## src/hw/eiic_pkg.sv

```systemverilog
package eiic_pkg;
  // Register byte addresses
  localparam logic [31:0] ADDR_PEND = 32'hff008500;
  localparam logic [31:0] ADDR_MASK = 32'hff008504;
  localparam logic [31:0] ADDR_CTRL = 32'hff008510;
  localparam logic [31:0] ADDR_MAP0 = 32'hff008520;
  localparam logic [31:0] ADDR_MAP1 = 32'hff008524;
  localparam logic [31:0] ADDR_MAP2 = 32'hff008528;
  // Control register fields
  localparam int CTL_MODE_LO = 0;
  localparam int CTL_DET_LO  = 2;
  localparam int CTL_GIE     = 10;
  localparam int CTL_MO_LO   = 11;
  localparam int CTL_DEB     = 14;
  // Pending and mask bits of the two timer inputs
  localparam int TMR0_BIT = 12;
  localparam int TMR1_BIT = 13;
  // Pin operation modes
  typedef enum logic [1:0] {
    MODE_DED = 2'b00,
    MODE_EXP = 2'b01,
    MODE_MIX = 2'b10,
    MODE_RSV = 2'b11
  } eiic_mode_t;
  // Mask handling applied on hardware interrupt entry
  typedef enum logic [1:0] {
    MO_KEEP = 2'b00,
    MO_DED  = 2'b01,
    MO_EXP  = 2'b10,
    MO_ALL  = 2'b11
  } eiic_mo_t;
  localparam logic [2:0]  MIX_VEC_LOW = 3'h2;  // Forced low vector bits
  localparam int          DEB_LEN     = 3;     // Debounce stable samples
  localparam logic [31:0] RST_VAL     = 32'h0;
endpackage : eiic_pkg

```

## src/hw/eiic_top.sv

```systemverilog
`timescale 1ns/10ps
// Contract
// Mixed: pins 0-4 expanded vector, low 010
// Mixed: pins 4:1 into map0 low, pin0 latched
// Software leaves map0 low bits alone
// Mask bit0 expanded, bits 5-7 dedicated
// Mixed pending holds only pins 7-5
// Mask copied to handler slot on service
// Apply configured mask clear after saving
// Simultaneous sources count as expanded
// Software clears mask for expanded priority 31
// Mask never restored by hardware on return
// Nonmaskable input edge, synchronised, selectable debounce
// Dedicated pins level or edge, per pin
// Global fast/debounce; expanded always debounced
// Edge sets pending, entry clears it
// Active level keeps pending set
// Handler deactivates source then clears pending
// Debounce needs three stable low samples
// Source holds request three or seven cycles
// Six registers at fixed addresses
// Control register writable and loaded at init
// Bits 0-1 mode, bits 2-9 detection
// Bit 10 global enable, not nonmaskable
// Bits 11-12 mask operation select
// Bit 14 selects debounce sampling
// Mode and mask-op encodings fixed in package
module eiic_top
  import eiic_pkg::*;
#(
  parameter int NPIN = 8
) (
  // Clock and reset
  input  wire logic              clk,
  input  wire logic              rst,
  // Request pins, active low; timer requests active high
  input  wire logic [NPIN-1:0]   ext_request_n,
  input  wire logic              nmi_n,
  input  wire logic [1:0]        tmr_req,
  // Register port of the core
  input  wire logic [31:0]       reg_addr,
  input  wire logic              reg_wr,
  input  wire logic              reg_rd,
  input  wire logic [31:0]       reg_wdata,
  output logic      [31:0]       reg_rdata,
  output logic                   reg_rvalid,
  // Control table load at initialization
  input  wire logic              init_ld,
  input  wire logic [31:0]       init_ctrl,
  // Service handshake from the core
  input  wire logic              svc_take,
  input  wire logic              svc_ded,
  input  wire logic              svc_exp,
  input  wire logic [3:0]        svc_bit,
  input  wire logic              svc_nmi,
  // Requests towards arbitration, then the saved mask for the handler
  output logic      [NPIN-1:0]   ded_req,
  output logic      [1:0]        tmr_pend,
  output logic                   exp_req,
  output logic      [7:0]        exp_vec,
  output logic                   nmi_req,
  output logic      [31:0]       handler_saved_mask_slot,
  output logic                   saved_valid
);
  logic [31:0]     pend_r, mask_r, ctrl_r, map0_r, map1_r, map2_r; // Register file
  logic [3:0]      lat_r;        // Low expanded vector bits
  logic [NPIN:0]   flt_r;        // Filtered levels, top bit is nonmaskable
  logic [NPIN:0]   prev_r;       // Previous filtered level
  logic [NPIN:0]   fall;         // Falling edge per channel
  logic [NPIN:0]   smp_in, deb_sel; // Raw pins and debounce select, top bit nonmaskable
  logic [NPIN-1:0] xp;           // Pins in expanded use
  logic [NPIN-1:0] edge_sel;     // Pin uses edge detection
  logic [NPIN-1:0] pend_set;     // Hardware posting per pin
  logic [31:0]     pend_nxt;
  logic [31:0]     mask_nxt;
  logic [7:0]      vec_nxt;
  logic [31:0]     rd_nxt;
  logic            nmi_r;
  eiic_mode_t      mode;
  eiic_mo_t        mo;
  logic            gie, deb;

  assign mode     = eiic_mode_t'(ctrl_r[CTL_MODE_LO +: 2]);
  assign mo       = eiic_mo_t'(ctrl_r[CTL_MO_LO +: 2]);
  assign gie      = ctrl_r[CTL_GIE];
  assign deb      = ctrl_r[CTL_DEB];
  assign edge_sel = ctrl_r[CTL_DET_LO +: NPIN];

  // Expanded pin set per mode; reserved code behaves as dedicated
  always_comb begin
    case (mode)
      MODE_EXP: xp = '1;
      MODE_MIX: xp = NPIN'(8'h1f);
      default:  xp = '0;
    endcase
  end

  // Per-channel inputs gathered so the loop never indexes past a port
  assign smp_in  = {nmi_n, ext_request_n};
  // Expanded pins always debounce so encoder skew is filtered
  assign deb_sel = {deb, {NPIN{deb}} | xp};

  // Per-channel sampler: two-stage synchroniser, then fast or debounce
  genvar g;
  generate
    for (g = 0; g <= NPIN; g = g + 1) begin : g_smp
      logic             s0_r, s1_r;     // s0 feeds only s1
      logic [DEB_LEN-1:0] hist_r;       // Recent synchronised samples
      always_ff @(posedge clk or posedge rst) begin
        if (rst) begin
          s0_r   <= 1'b1;
          s1_r   <= 1'b1;
          hist_r <= '1;
        end else begin
          s0_r   <= smp_in[g];
          s1_r   <= s0_r;
          hist_r <= {hist_r[DEB_LEN-2:0], s1_r};
        end
      end
      // Level changes only after DEB_LEN equal samples when debouncing
      always_ff @(posedge clk or posedge rst) begin
        if (rst) begin
          flt_r[g]  <= 1'b1;
          prev_r[g] <= 1'b1;
        end else begin
          prev_r[g] <= flt_r[g];
          if (!deb_sel[g]) begin
            flt_r[g] <= s1_r;
          end else if (hist_r == '0) begin
            flt_r[g] <= 1'b0;
          end else if (hist_r == '1) begin
            flt_r[g] <= 1'b1;
          end
        end
      end
      assign fall[g] = prev_r[g] & ~flt_r[g];
      if (g < NPIN) begin : g_set
        // Edge mode posts on fall, level mode while low
        assign pend_set[g] = ~xp[g] & (edge_sel[g] ? fall[g] : ~flt_r[g]);
      end
    end
  endgenerate

  // Pending register next value; hardware posting wins over any clear
  always_comb begin
    pend_nxt = pend_r;
    if (reg_wr && reg_addr == ADDR_PEND) begin
      pend_nxt = reg_wdata;
      pend_nxt[NPIN-1:0] = (reg_wdata[NPIN-1:0] & ~xp) | (pend_r[NPIN-1:0] & xp);
    end
    if (svc_take && !svc_exp && svc_ded) begin
      pend_nxt[svc_bit] = 1'b0;
    end
    pend_nxt[NPIN-1:0]  = pend_nxt[NPIN-1:0] | pend_set;
    pend_nxt[TMR0_BIT]  = pend_nxt[TMR0_BIT] | tmr_req[0];
    pend_nxt[TMR1_BIT]  = pend_nxt[TMR1_BIT] | tmr_req[1];
  end

  always_ff @(posedge clk or posedge rst) begin
    if (rst) begin
      pend_r <= RST_VAL;
    end else begin
      pend_r <= pend_nxt;
    end
  end

  // Mask: service entry clears after saving, beats a software write
  always_comb begin
    mask_nxt = mask_r;
    if (reg_wr && reg_addr == ADDR_MASK) begin
      mask_nxt = reg_wdata;
    end
    if (svc_take) begin
      case (mo)
        MO_DED:  if (!svc_exp && svc_ded) mask_nxt = RST_VAL;
        MO_EXP:  if (svc_exp) mask_nxt = RST_VAL;
        MO_ALL:  mask_nxt = RST_VAL;
        default: mask_nxt = mask_nxt;
      endcase
    end
  end

  always_ff @(posedge clk or posedge rst) begin
    if (rst) begin
      mask_r <= RST_VAL;
    end else begin
      mask_r <= mask_nxt;
    end
  end

  // Saved copy of the mask for the handler frame
  always_ff @(posedge clk or posedge rst) begin
    if (rst) begin
      handler_saved_mask_slot <= RST_VAL;
      saved_valid             <= 1'b0;
    end else begin
      saved_valid <= svc_take;
      if (svc_take) begin
        handler_saved_mask_slot <= mask_r;
      end
    end
  end

  // Control and map registers; init load beats software
  always_ff @(posedge clk or posedge rst) begin
    if (rst) begin
      ctrl_r <= RST_VAL;
      map1_r <= RST_VAL;
      map2_r <= RST_VAL;
    end else begin
      if (init_ld) begin
        ctrl_r <= init_ctrl;
      end else if (reg_wr && reg_addr == ADDR_CTRL) begin
        ctrl_r <= reg_wdata;
      end
      if (reg_wr && reg_addr == ADDR_MAP1) begin
        map1_r <= reg_wdata;
      end
      if (reg_wr && reg_addr == ADDR_MAP2) begin
        map2_r <= reg_wdata;
      end
    end
  end

  // Expanded vector from filtered pins, pins are inverted data
  always_comb begin
    if (mode == MODE_MIX) begin
      vec_nxt = {~flt_r[4:0], MIX_VEC_LOW};
    end else begin
      vec_nxt = ~flt_r[7:0];
    end
  end

  // Map 0: low nibble buffers the vector while expanded pins are in use
  always_ff @(posedge clk or posedge rst) begin
    if (rst) begin
      map0_r <= RST_VAL;
      lat_r  <= 4'h0;
    end else begin
      if (reg_wr && reg_addr == ADDR_MAP0) begin
        map0_r <= reg_wdata;
      end
      if (xp[0]) begin
        map0_r[3:0] <= vec_nxt[7:4];
        lat_r       <= vec_nxt[3:0];
      end
    end
  end

  // Nonmaskable pending: falling edge only, set wins over service
  always_ff @(posedge clk or posedge rst) begin
    if (rst) begin
      nmi_r <= 1'b0;
    end else if (fall[NPIN]) begin
      nmi_r <= 1'b1;
    end else if (svc_nmi) begin
      nmi_r <= 1'b0;
    end
  end

  // Registered requests; enable bit gates all but the nonmaskable one
  always_ff @(posedge clk or posedge rst) begin
    if (rst) begin
      ded_req  <= '0;
      tmr_pend <= 2'h0;
      exp_req  <= 1'b0;
      exp_vec  <= 8'h0;
      nmi_req  <= 1'b0;
    end else begin
      ded_req  <= pend_r[NPIN-1:0] & mask_r[NPIN-1:0] & ~xp & {NPIN{gie}};
      tmr_pend <= {pend_r[TMR1_BIT] & mask_r[TMR1_BIT],
                   pend_r[TMR0_BIT] & mask_r[TMR0_BIT]} & {2{gie}};
      exp_vec  <= {map0_r[3:0], lat_r};
      // Vectors 0 to 7 mean no request
      exp_req  <= xp[0] & (map0_r[3:0] != 4'h0 || lat_r[3]) & mask_r[0] & gie;
      nmi_req  <= nmi_r;
    end
  end

  // Read mux, unmapped addresses read zero
  always_comb begin
    case (reg_addr)
      ADDR_PEND: rd_nxt = pend_r;
      ADDR_MASK: rd_nxt = mask_r;
      ADDR_CTRL: rd_nxt = ctrl_r;
      ADDR_MAP0: rd_nxt = map0_r;
      ADDR_MAP1: rd_nxt = map1_r;
      ADDR_MAP2: rd_nxt = map2_r;
      default:   rd_nxt = RST_VAL;
    endcase
  end

  // Read data one cycle after the strobe
  always_ff @(posedge clk or posedge rst) begin
    if (rst) begin
      reg_rdata  <= RST_VAL;
      reg_rvalid <= 1'b0;
    end else begin
      reg_rvalid <= reg_rd;
      reg_rdata  <= reg_rd ? rd_nxt : reg_rdata;
    end
  end

  property p_save;
    @(posedge clk) disable iff (rst)
      svc_take |=> saved_valid && handler_saved_mask_slot == $past(mask_r);
  endproperty
  a_save: assert property (p_save) else $error("mask not saved");
  property p_moall;
    @(posedge clk) disable iff (rst) svc_take && mo == MO_ALL |=> mask_r == '0;
  endproperty
  a_moall: assert property (p_moall) else $error("mask not cleared");
  property p_expw;
    @(posedge clk) disable iff (rst)
      svc_take && svc_exp && mo == MO_DED && !(reg_wr && reg_addr == ADDR_MASK)
      |=> $stable(mask_r);
  endproperty
  a_expw: assert property (p_expw) else $error("expanded wrongly cleared");
  property p_lvl;
    @(posedge clk) disable iff (rst)
      !xp[6] && !edge_sel[6] && !flt_r[6] |=> pend_r[6];
  endproperty
  a_lvl: assert property (p_lvl) else $error("level pending lost");
  property p_nmi;
    @(posedge clk) disable iff (rst) fall[NPIN] |=> ##1 nmi_req;
  endproperty
  a_nmi: assert property (p_nmi) else $error("nmi missed");
  property p_deb;
    @(posedge clk) disable iff (rst)
      deb_sel[4] && $fell(flt_r[4]) |-> $past(g_smp[4].hist_r) == '0;
  endproperty
  a_deb: assert property (p_deb) else $error("debounce too early");
  property p_gie;
    @(posedge clk) disable iff (rst) !gie |=> ded_req == '0 && !exp_req;
  endproperty
  a_gie: assert property (p_gie) else $error("enable ignored");
  property p_mixp;
    @(posedge clk) disable iff (rst)
      mode == MODE_MIX && $past(mode) == MODE_MIX |-> $stable(pend_r[4:0]);
  endproperty
  a_mixp: assert property (p_mixp) else $error("mixed pending moved");
  c_svc: cover property (@(posedge clk) svc_take && svc_exp);
  c_nmi: cover property (@(posedge clk) nmi_req);
  c_mix: cover property (@(posedge clk) mode == MODE_MIX && exp_req);
endmodule : eiic_top

```

## config.mk

```make
export PLATFORM = sky130hd
export DESIGN_NAME = eiic_top
export DESIGN_NICKNAME = d
export VERILOG_FILES = /design/src/hw/eiic_pkg.sv /design/src/hw/eiic_top.sv
export SDC_FILE = /design/constraint.sdc
export NUM_CORES = 1
export LEC_CHECK = 0
export ABC_AREA = 1
export BUFFER_PORTS_ARGS = -buffer_cell sky130_fd_sc_hd__buf_2
export CORE_MARGIN = 4
export CORE_UTILIZATION = 39
export CTS_CLUSTER_SIZE = 10
export DETAILED_ROUTE_END_ITERATION = 10
export GPL_ROUTABILITY_DRIVEN = 0
export GPL_TIMING_DRIVEN = 0
export PLACE_DENSITY = 0.7
export SYNTH_ARGS = -nofsm -noshare
export SYNTH_HDL_FRONTEND = slang
export SYNTH_SLANG_ARGS = --single-unit
```

## constraint.sdc

```tcl
create_clock -name clk -period 13.1 [get_ports clk]
set_input_delay 3.275 -clock clk [delete_from_list [all_inputs] [get_ports clk]]
set_output_delay 3.275 -clock clk [all_outputs]
set_load 0.005 [all_outputs]
```

==> impl_metrics.json, run 1 <==
{
  "status": "complete, no violations",
  "switching_share": 0.252,
  "hold_class": "reg -> reg",
  "synth_area_leader_cell": "dfrtp_1",
  "synthTopCellsByArea": "dfrtp_1, dfstp_2, nand2_1, nand3_1, o21ai_0",
  "syn_area_sq_um": 15200,
  "period_needed_ns": 4.73,
  "ys_ff_latch": 346,
  "synth_flop_cell": "dfrtp_1",
  "core_area_sq_um": 38600,
  "maxSlewViolCount": 0,
  "drc": 0,
  "via_per_inst": 5.34,
  "drt-initial-drc-count": 1436,
  "num_vias": 13500,
  "rsz0062_at_grt": "no",
  "final.setup.worst_slack_ns": 8.37,
  "multiInputGateArea_sq_um": 5430,
  "insertion_delay_ns": 0.58,
  "die_area_sq_um": 42100,
  "fillCellCount": 3755,
  "portBuffers": 204,
  "p_comb_frac": 0.083,
  "power_switching_uw": 612,
  "cts-resized-gates": 0,
  "pre_cts_slack_ns": 7.87,
  "end_kind": "register",
  "worstMarginPinSlew_ns": 0.937,
  "synth.top_cell.area_share": 0.467,
  "worstPathArrival_ns": 5.16,
  "grt_pass1_wl_microns": 74300,
  "slew-limit-headroom": 0.376,
  "die_h_microns": 205,
  "max_freq_ghz": 0.211,
  "min_period_over_period": 0.361,
  "wl_per_cell_microns": 19.5,
  "vdd_drop_max_mv": 0.111,
  "cp_max_fo": 10,
  "critPathKind": "in -> reg",
  "synth_nets": 1851,
  "yosys-top-cells-count": "nand2_1, dfrtp_1, nand3_1, nor2_1, o21ai_0",
  "p_leak_nw": 9.19,
  "seqPwrFrac": 0.487,
  "cts_made_buffers": 41,
  "syn_inst": 1729,
  "synth_cell_type_count": 34,
  "antenna_found_initial": 7,
  "drt_first_pass_iters": 5,
  "grt_usage": 0.229,
  "grt_max_degree": 131,
  "post_cts_buffers": 0,
  "avgSynthCellArea_sq_um": 8.78,
  "ant_nets": 0,
  "regArea_sq_um": 8740,
  "seq_area_frac_synth": 0.576,
  "power_density_nw_per_um2": 134,
  "cap_violations": 0,
  "htree_levels": 2,
  "required_ns": 13.53,
  "fin_nets": 2101,
  "num_io_pins": 206,
  "yosysMostFrequentCell": "nand2_1",
  "start_kind": "input pin",
  "clock_path_buffers": 3,
  "fp-row-count": 72,
  "hold_viol": 0,
  "ys_warn_count": 0,
  "syn_to_final_growth_pct": 19.6,
  "async_flop_share": 1.00,
  "clock_power_share": 0.429,
  "grt_overflow": 0,
  "drive_gt1_frac": 0.212,
  "fin_skew_ns": 0.0218,
  "finalSetupViolations": 0,
  "p_total_mw": 2.43,
  "chipWidth_microns": 205,
  "cts_sinks": 346,
  "cts-root-buf": "clkbuf_16",
  "cts_tree": "built",
  "dp_hpwl_microns": 35000,
  "grt_pass1_vias": 12900,
  "synth_edf_count": 0,
  "intPower_mw": 1.82,
  "clkTransAtPathRegs_ns": 0.06,
  "initial_core_util": 0.394,
  "cts_hold_buf": 0,
  "routed_wl_microns": 49200
}
kinds of logic (layout without fill, tap and decap cells):
logic type / count (synthesis) / after routing / share of synthesized area
compound gates: 304 / 304 / 0.108
fa+ha+maj: 2 / 2 / 0.00165
buf+inv: 235 / 509 / 0.0668
flops: 346 / 346 / 0.576
mux: 28 / 28 / 0.0208
other cells: 0 / 2 / 0
simple gates: 814 / 814 / 0.227
flip-flops by register name, indices dropped and copies added, names as in the netlist, 8 cells and up:
signal / cells
handler_saved_mask_slot: 32
mask_r: 32
flt_r: 9
ctrl_r: 32
g_smp.s1_r: 9
map2_r: 32
pend_r: 32
map1_r: 32
reg_rdata: 32
map0_r: 32
g_smp.s0_r: 9
exp_vec: 8
g_smp.hist_r: 27
prev_r: 9
ded_req: 8
cell type report:
type,count,area share
antenna,2,0.000276
buffer,102,0.0283
clock buffer,64,0.0629
clock inverter,3,0.00365
inverter,133,0.0279
multi-input combinational,1148,0.299
sequential,346,0.481
tap,518,0.0357
timing repair buffer,207,0.0608
worst max-delay path, stage by stage:
cell and delay, ns:
buf_2 0.10, inv_1 0.07, nand2_1 0.06, nor2_2 0.12, nand2_4 0.12, nor2_2 0.42, nand3_2 0.34, clkbuf_1 0.40
nor2_1 0.20, a21oi_1 0.06
per-layer routing:
layer  routed length (microns)  track usage  vias up
li1                          -            -     6177
met1                     20400        0.313     6489
met2                     22300        0.359      703
met3                      4910       0.0589      102
met4                      1580       0.0727        8
met5                        44            0        -
final timing paths:
check | start | endpoint | slack (ns) | cells after the start
setup / recovery | reg_addr[9] | map0_r[26] | 8.37 | 10
hold / removal | g_smp[4].s0_r | g_smp[4].s1_r | 0.35 | 0
setup reg to reg | ctrl_r[11] | mask_r[26] | 10.98 | 4
hold reg to reg | g_smp[4].s0_r | g_smp[4].s1_r | 0.35 | 0
max in group asynchronous | rst | ctrl_r[15] | 8.97 | 4
min in group asynchronous | rst | handler_saved_mask_slot[0] | 2.75 | 2
per-stage QoR:
step | TNS (ns) | instances | cell area (sq um) | hold WS [ns] | util
floorplan | 0 | 1729 | 15200 | 0.345 | -
global placement | -990.92 | 2451 | 16800 | 0.346 | 0.437
global route | 0 | 2522 | 18100 | 0.356 | 0.471
CTS | 0 | 2521 | 18100 | 0.354 | 0.471
finish | 0 | 2523 | 18200 | 0.353 | 0.471
detailed placement | 0 | 2454 | 16900 | 0.347 | 0.439
power by group through the flow:
stage | clock network (mW) | logic, mW | registers [mW]
4_1_cts | 1.06 | 0.204 | 1.18
3_5_place_dp | 0 | 0.203 | 1.20
3_3_place_gp | 0 | 0.195 | 1.20
5_1_grt | 1.11 | 0.226 | 1.19
2_1_floorplan | 0 | 0.110 | 1.19
6_report | 1.04 | 0.203 | 1.18
layout by cell type (no fill, tap or decap), drive strengths merged:
cell	netlist	routed
ha	2	2
o22ai	2	2
buf	65	272
nor4	1	1
a21oi	109	109
a21o	1	1
inv	131	132
nor2	175	175
o211ai	25	25
dfrtp	283	283
nor3	17	17
a22o	1	1
clkbuf	37	101
nand3	221	221
a22oi	1	1
a32o	8	8
o221ai	1	1
dfstp	63	63
nand2	394	394
mux2	28	28
diode	0	2
clkinv	2	4
nand4	6	6
o21ai	156	156
(Power assumes the default switching activity.)
==> inputs of run 2 (changes only) <==
--- a/config.mk
+++ b/config.mk
@@ -13,7 +13,7 @@
 export DETAILED_ROUTE_END_ITERATION = 10
 export GPL_ROUTABILITY_DRIVEN = 0
 export GPL_TIMING_DRIVEN = 0
-export PLACE_DENSITY = 0.7
+export PLACE_DENSITY = 0.68
 export SYNTH_ARGS = -nofsm -noshare
 export SYNTH_HDL_FRONTEND = slang
 export SYNTH_SLANG_ARGS = --single-unit
==> constraint.sdc (replaced) <==
create_clock -name clk -period 4.45 [get_ports clk]
set_input_delay 1.1125 -clock clk [delete_from_list [all_inputs] [get_ports clk]]
set_output_delay 1.1125 -clock clk [all_outputs]
set_load 0.005 [all_outputs]
==> run 2 against run 1 <==
- non-clock buffer count rose by 6
- sequential power grew to 3.0 times the previous value
- total power rose to 2.9 times the previous value
- wire length increased by 1.0%
- global-route usage grew 0.45 points
- die area is the same
- critical endpoint is now map0_r[24]
- critical path depth unchanged
- count of clock-buffer cells in the layout is 2 lower
- register-to-register slack lost 8.7 ns
- first-iteration DRC count up 10%
- clock power rose to 2.9 times the previous value
==> impl_metrics.json, run 2 (same netlist as run 1, synthesis figures left out) <==
{
  "status": "complete, no violations",
  "wl_per_cell_microns": 19.6,
  "portBuffers": 204,
  "end_kind": "register",
  "place_area_sq_um": 17000,
  "worstMarginPinSlew_ns": 0.961,
  "worstPathArrival_ns": 3.01,
  "fp-row-count": 72,
  "pre_cts_slack_ns": 1.40,
  "final.setup.worst_slack_ns": 1.87,
  "grt_pass1_wl_microns": 76100,
  "reg2regPathDepth": 4,
  "post_cts_buffers": 0,
  "final_util": 0.473,
  "fin_nets": 2107,
  "worstReg2RegEnd": "mask_r[26]",
  "power_density_nw_per_um2": 392,
  "final_common_cell": "nand2_1",
  "fin_skew_ns": 0.0133,
  "chipWidth_microns": 205,
  "cp_max_fo": 10,
  "critical_path_depth": 10,
  "crit_chain": "buf_2 > inv_1 > nand2_1 > nor2_2 > nand2_4 > nor2_2 > nand3_2 > clkbuf_1 > nor2_1 > a21oi_1",
  "cts_tree": "built",
  "finish.instance_area_sq_um": 18200,
  "routed_wl_microns": 49700,
  "path_delay_family": "simple AND/OR/NAND/NOR gates",
  "maxSlewViolCount": 0,
  "ant_nets": 0,
  "antenna_found_initial": 7,
  "period_needed_ns": 2.58,
  "clkTransAtPathRegs_ns": 0.06,
  "cts-resized-gates": 0,
  "cap_violations": 0,
  "slew-limit-headroom": 0.360,
  "grt_usage": 0.233,
  "core_area_sq_um": 38600,
  "rsz0062_at_grt": "no",
  "hold_viol": 0,
  "max_freq_ghz": 0.387,
  "clock_path_buffers": 3,
  "htree_levels": 2,
  "num_io_pins": 206,
  "cp-endpoint": "map0_r[24]",
  "drt-initial-drc-count": 1586,
  "slowest_stage": "nor2_2",
  "finalSetupViolations": 0,
  "die_area_sq_um": 42100,
  "drc": 0,
  "fillCellCount": 3695,
  "grt_max_degree": 47,
  "startpoint": "reg_addr[11]",
  "drive_gt1_frac": 0.214,
  "drt_first_pass_iters": 5,
  "start_kind": "input pin",
  "layout_common_cells": "nand2_1, dfrtp_1, buf_2",
  "hold_depth": 0,
  "required_ns": 4.88,
  "via_per_inst": 5.35,
  "fin_setup_tns_ns": 0,
  "initial_core_util": 0.394,
  "min_period_over_period": 0.580,
  "cts-root-buf": "clkbuf_16",
  "worst_path_most_repeated_cell": "nor2_2",
  "p_total_mw": 7.14,
  "hold_class": "reg -> reg",
  "critPathKind": "in -> reg",
  "dp_hpwl_microns": 35400,
  "r2r_start": "ctrl_r[12]",
  "die_h_microns": 205,
  "slowest_delay_ns": 0.44,
  "cts_hold_buf": 0,
  "grt_overflow": 0,
  "p_leak_nw": 9.23,
  "syn_to_final_growth_pct": 20.1,
  "num_vias": 13500,
  "grt_pass1_vias": 13300,
  "insertion_delay_ns": 0.56,
  "vdd_drop_max_mv": 0.305,
  "cts_made_buffers": 41,
  "regToRegSetupSlack_ns": 2.30,
  "cts_sinks": 346,
  "cp_num_buf_inv": 3
}
==> run 2: cell types whose count changed in the layout (fill, tap and decap cells not counted), sizes merged <==
cell	previous run	this run
inv	132	131
clkinvlp	0	1
clkbuf	101	99
diode	2	4
buf	272	278
==> run 2: metrics by stage <==
step                hold slack (ns)  instances
finish                        0.350       2529
global route                  0.357       2527
CTS                           0.355       2525
detailed placement            0.347       2460
global placement              0.346       2451
floorplan                     0.345       1729
==> run 2: area by class of cell <==
type                    count  area (sq um)  area share
clock inverters             3          22.5     0.00124
flip-flops and latches    346          8740       0.479
repair buffers            213          1210      0.0663
clock buffers              62          1160      0.0635
diodes                      4          10.0    0.000549
plain buffers             102           514      0.0282
multi-input cells        1148          5430       0.298
well taps                 518           648      0.0356
inverters                 133           503      0.0276
==> run 2: layer usage <==
metal | up-vias | global-route usage | part of all wire
met5 | - | 0 | 0.00060
met2 | 656 | 0.361 | 0.45
met3 | 123 | 0.0582 | 0.091
li1 | 6178 | - | -
met1 | 6572 | 0.318 | 0.42
met4 | 6 | 0.0883 | 0.040
==> run 2: where the power goes <==
group	total [mW]	internal [mW]	switching [mW]
sequential	3.49	3.37	0.115
clock	3.05	1.78	1.28
combinational	0.606	0.217	0.389
total	7.14	5.37	1.78
==> run 2: worst min-delay path by stage <==
stage                        from             to  slack [ns]
finish              g_smp[3].s0_r  g_smp[3].s1_r        0.35
global route        g_smp[1].s0_r  g_smp[1].s1_r        0.36
global placement    g_smp[3].s0_r  g_smp[3].s1_r        0.35
CTS                 g_smp[3].s0_r  g_smp[3].s1_r        0.35
detailed placement  g_smp[1].s0_r  g_smp[1].s1_r        0.35
floorplan           g_smp[0].s0_r  g_smp[0].s1_r        0.35
==> inputs of run 3 (changes only) <==
--- a/config.mk
+++ b/config.mk
@@ -5,7 +5,7 @@
 export SDC_FILE = /design/constraint.sdc
 export NUM_CORES = 1
 export LEC_CHECK = 0
-export ABC_AREA = 1
+export ABC_AREA = 0
 export BUFFER_PORTS_ARGS = -buffer_cell sky130_fd_sc_hd__buf_2
 export CORE_MARGIN = 4
 export CORE_UTILIZATION = 39
==> constraint.sdc (replaced) <==
create_clock -name clk -period 2.6 [get_ports clk]
set_input_delay 0.65 -clock clk [delete_from_list [all_inputs] [get_ports clk]]
set_output_delay 0.65 -clock clk [all_outputs]
set_load 0.005 [all_outputs]
==> run 3 against run 2 <==
- flip-flop and latch count did not move
- via count is 23% lower
- area after synthesis fell by 4.5%
- global-route usage down 1.8 points
- die area down 4.3%
- synthesized cell count fell by 35%
- clock skew grew 0.0030 ns
- register-to-register slack got worse by 1.6 ns
- critical path depth shrank 3
- sequential power grew 70%
- critical path type unchanged
- critical endpoint is now reg_rdata[14]
- largest power group unchanged
- highest routed layer unchanged
==> impl_metrics.json, run 3 <==
{
  "drc": 0,
  "end_kind": "register",
  "fin_skew_ns": 0.0163,
  "seq_area_frac_synth": 0.603,
  "max_freq_ghz": 0.392,
  "wl_per_cell_microns": 23.8,
  "status": "complete, no violations",
  "place_area_sq_um": 16300,
  "min_period_over_period": 0.982,
  "clock_path_buffers": 3,
  "path_delay_family": "simple AND/OR/NAND/NOR gates",
  "power_density_nw_per_um2": 689,
  "die_area_sq_um": 40300,
  "cts_sinks": 346,
  "worstMarginPinSlew_ns": 0.967,
  "insertion_delay_ns": 0.55,
  "chipWidth_microns": 201,
  "cts_made_buffers": 41,
  "via_per_inst": 5.60,
  "fin_nets": 1494,
  "ys_warn_count": 0,
  "post_cts_buffers": 0,
  "final_common_cell": "dfrtp_1",
  "synthTopCellsByArea": "dfrtp_1, mux2_2, dfstp_2, mux2_1, nand2_1",
  "vdd_drop_max_mv": 0.404,
  "drt_first_pass_iters": 5,
  "routed_wl_microns": 44400,
  "maxSlewViolCount": 0,
  "drive_gt1_frac": 0.368,
  "layout_common_cells": "dfrtp_1, buf_2, mux2_2",
  "portBuffers": 202,
  "core_area_sq_um": 36600,
  "initial_core_util": 0.396,
  "grt_overflow": 0,
  "ys_ff_latch": 346,
  "slowest_stage": "clkbuf_1",
  "period_needed_ns": 2.55,
  "cts-root-buf": "clkbuf_16",
  "final_util": 0.478,
  "avgSynthCellArea_sq_um": 13.0,
  "antenna_found_initial": 6,
  "p_leak_nw": 8.32,
  "async_flop_share": 1.00,
  "synth_area_leader_cell": "dfrtp_1",
  "fp-row-count": 70,
  "fin_cells": 1861,
  "slew-limit-headroom": 0.355,
  "die_h_microns": 201,
  "clkTransAtPathRegs_ns": 0.06,
  "required_ns": 3.04,
  "grt_usage": 0.215,
  "cp_num_buf_inv": 2,
  "dp_hpwl_microns": 31600,
  "drt-initial-drc-count": 945,
  "cp_max_fo": 10,
  "worstPathArrival_ns": 2.99,
  "dp_cells": 1797,
  "syn_inst": 1118,
  "htree_levels": 2,
  "num_vias": 10400,
  "cap_violations": 0,
  "synth_cell_type_count": 52,
  "hold_class": "in -> async",
  "syn_area_sq_um": 14500,
  "grt_pass1_vias": 10800,
  "slowest_delay_ns": 0.62,
  "finalSetupViolations": 0,
  "yosys-top-cells-count": "dfrtp_1, mux2_2, nand2_1, dfstp_2, a21oi_1",
  "num_io_pins": 206,
  "rsz0062_at_grt": "yes",
  "synth_nets": 1240,
  "start_kind": "input pin",
  "syn_to_final_growth_pct": 20.7,
  "ant_nets": 0,
  "finish.instance_area_sq_um": 17500,
  "regToRegSetupSlack_ns": 0.70,
  "critPathKind": "in -> reg",
  "cts_tree": "built",
  "synth_flop_cell": "dfrtp_1",
  "grt_pass1_wl_microns": 67000,
  "synth_edf_count": 0,
  "hold_viol": 0,
  "grt_max_degree": 45,
  "crit_chain": "buf_2 > nor4b_2 > nand3_1 > nor4_2 > clkbuf_1 > nand2_1 > o211ai_1",
  "yosysMostFrequentCell": "dfrtp_1",
  "synth.top_cell.area_share": 0.489
}
==> run 3: cell types whose count changed after synthesis, sizes merged, moves of 49 or more <==
cell,change
a21oi,-49
mux2,+183
nand2,-275
o21ai,-140
inv,-118
nand3,-216
nor2,-148
==> run 3: routing by layer <==
metal / GRT usage / up-vias / share of wire
met5: 0 / - / 0.0011
met4: 0.0706 / 8 / 0.027
met3: 0.0439 / 89 / 0.072
met2: 0.336 / 426 / 0.46
met1: 0.304 / 5316 / 0.44
li1: - / 4585 / -
==> run 3: area by class of cell <==
type,count,area (sq um)
Antenna cell,2,5.00
Buffer,68,314
Clock buffer,61,1180
Clock inverter,1,8.76
Fill cell,3284,19100
Inverter,13,52.6
Multi-Input combinational cell,691,5410
Sequential cell,346,8740
Tap cell,468,586
Timing Repair Buffer,211,1190
==> run 3: worst reg2reg max path, stage by stage (launching register included) <==
cell and delay (ns):
dfrtp_1 0.43, inv_1 0.07, ha_1 0.43, and2_1 0.17, nand4_1 0.31, mux2i_1 0.26, o21ai_0 0.11
==> run 3: cell families after synthesis <==
logic type                 after synthesis  synth area share
DFF                                    346             0.603
muxes                                  255             0.194
and+or+nand+nor                        227            0.0773
AOI/OAI and AO/OA                      207            0.0993
buffers and inverters                   81            0.0247
adders and majority gates                2           0.00173
==> run 3: path summary, 6_finish.rpt <==
kind / end / cells after the start / startpoint
min reg2reg: g_smp[0].hist_r[1] / 0 / g_smp[0].hist_r[0]
max reg2reg: pend_r[2] / 6 / ctrl_r[0]
max: reg_rdata[14] / 7 / reg_addr[4]
min in group clk: g_smp[0].s0_r / 1 / ext_request_n[0]
min: exp_vec[2] / 2 / rst
max in group asynchronous: reg_rdata[27] / 5 / rst
==> run 3: power by group <==
part | switching [mW] | internal (mW)
sequential | 0.219 | 5.71
combinational | 0.507 | 0.372
clock | 2.13 | 3.10
total | 2.86 | 9.19
==> run 3: stage by stage <==
stage           TNS, ns  worst slack [ns]  hold WS [ns]  total power [mW]
2_1_floorplan   -831.24             -2.63         0.345              6.41
3_3_place_gp   -1531.54             -4.61         0.346              6.85
3_5_place_dp     -62.07            -0.651         0.347              6.90
4_1_cts               0            0.0381        0.0804              12.2
5_1_grt        -0.00579          -0.00579        0.0994              12.5
6_report              0            0.0471        0.0949              12.0
==> run 3: what timing repair did <==
| action | CTS | global route |
|---|---|---|
| pin swaps | 0 | 1 |
| hold buffers | 0 | 0 |
| setup endpoints to repair | 20 | 67 |
| gates resized for setup | 1 | 10 |
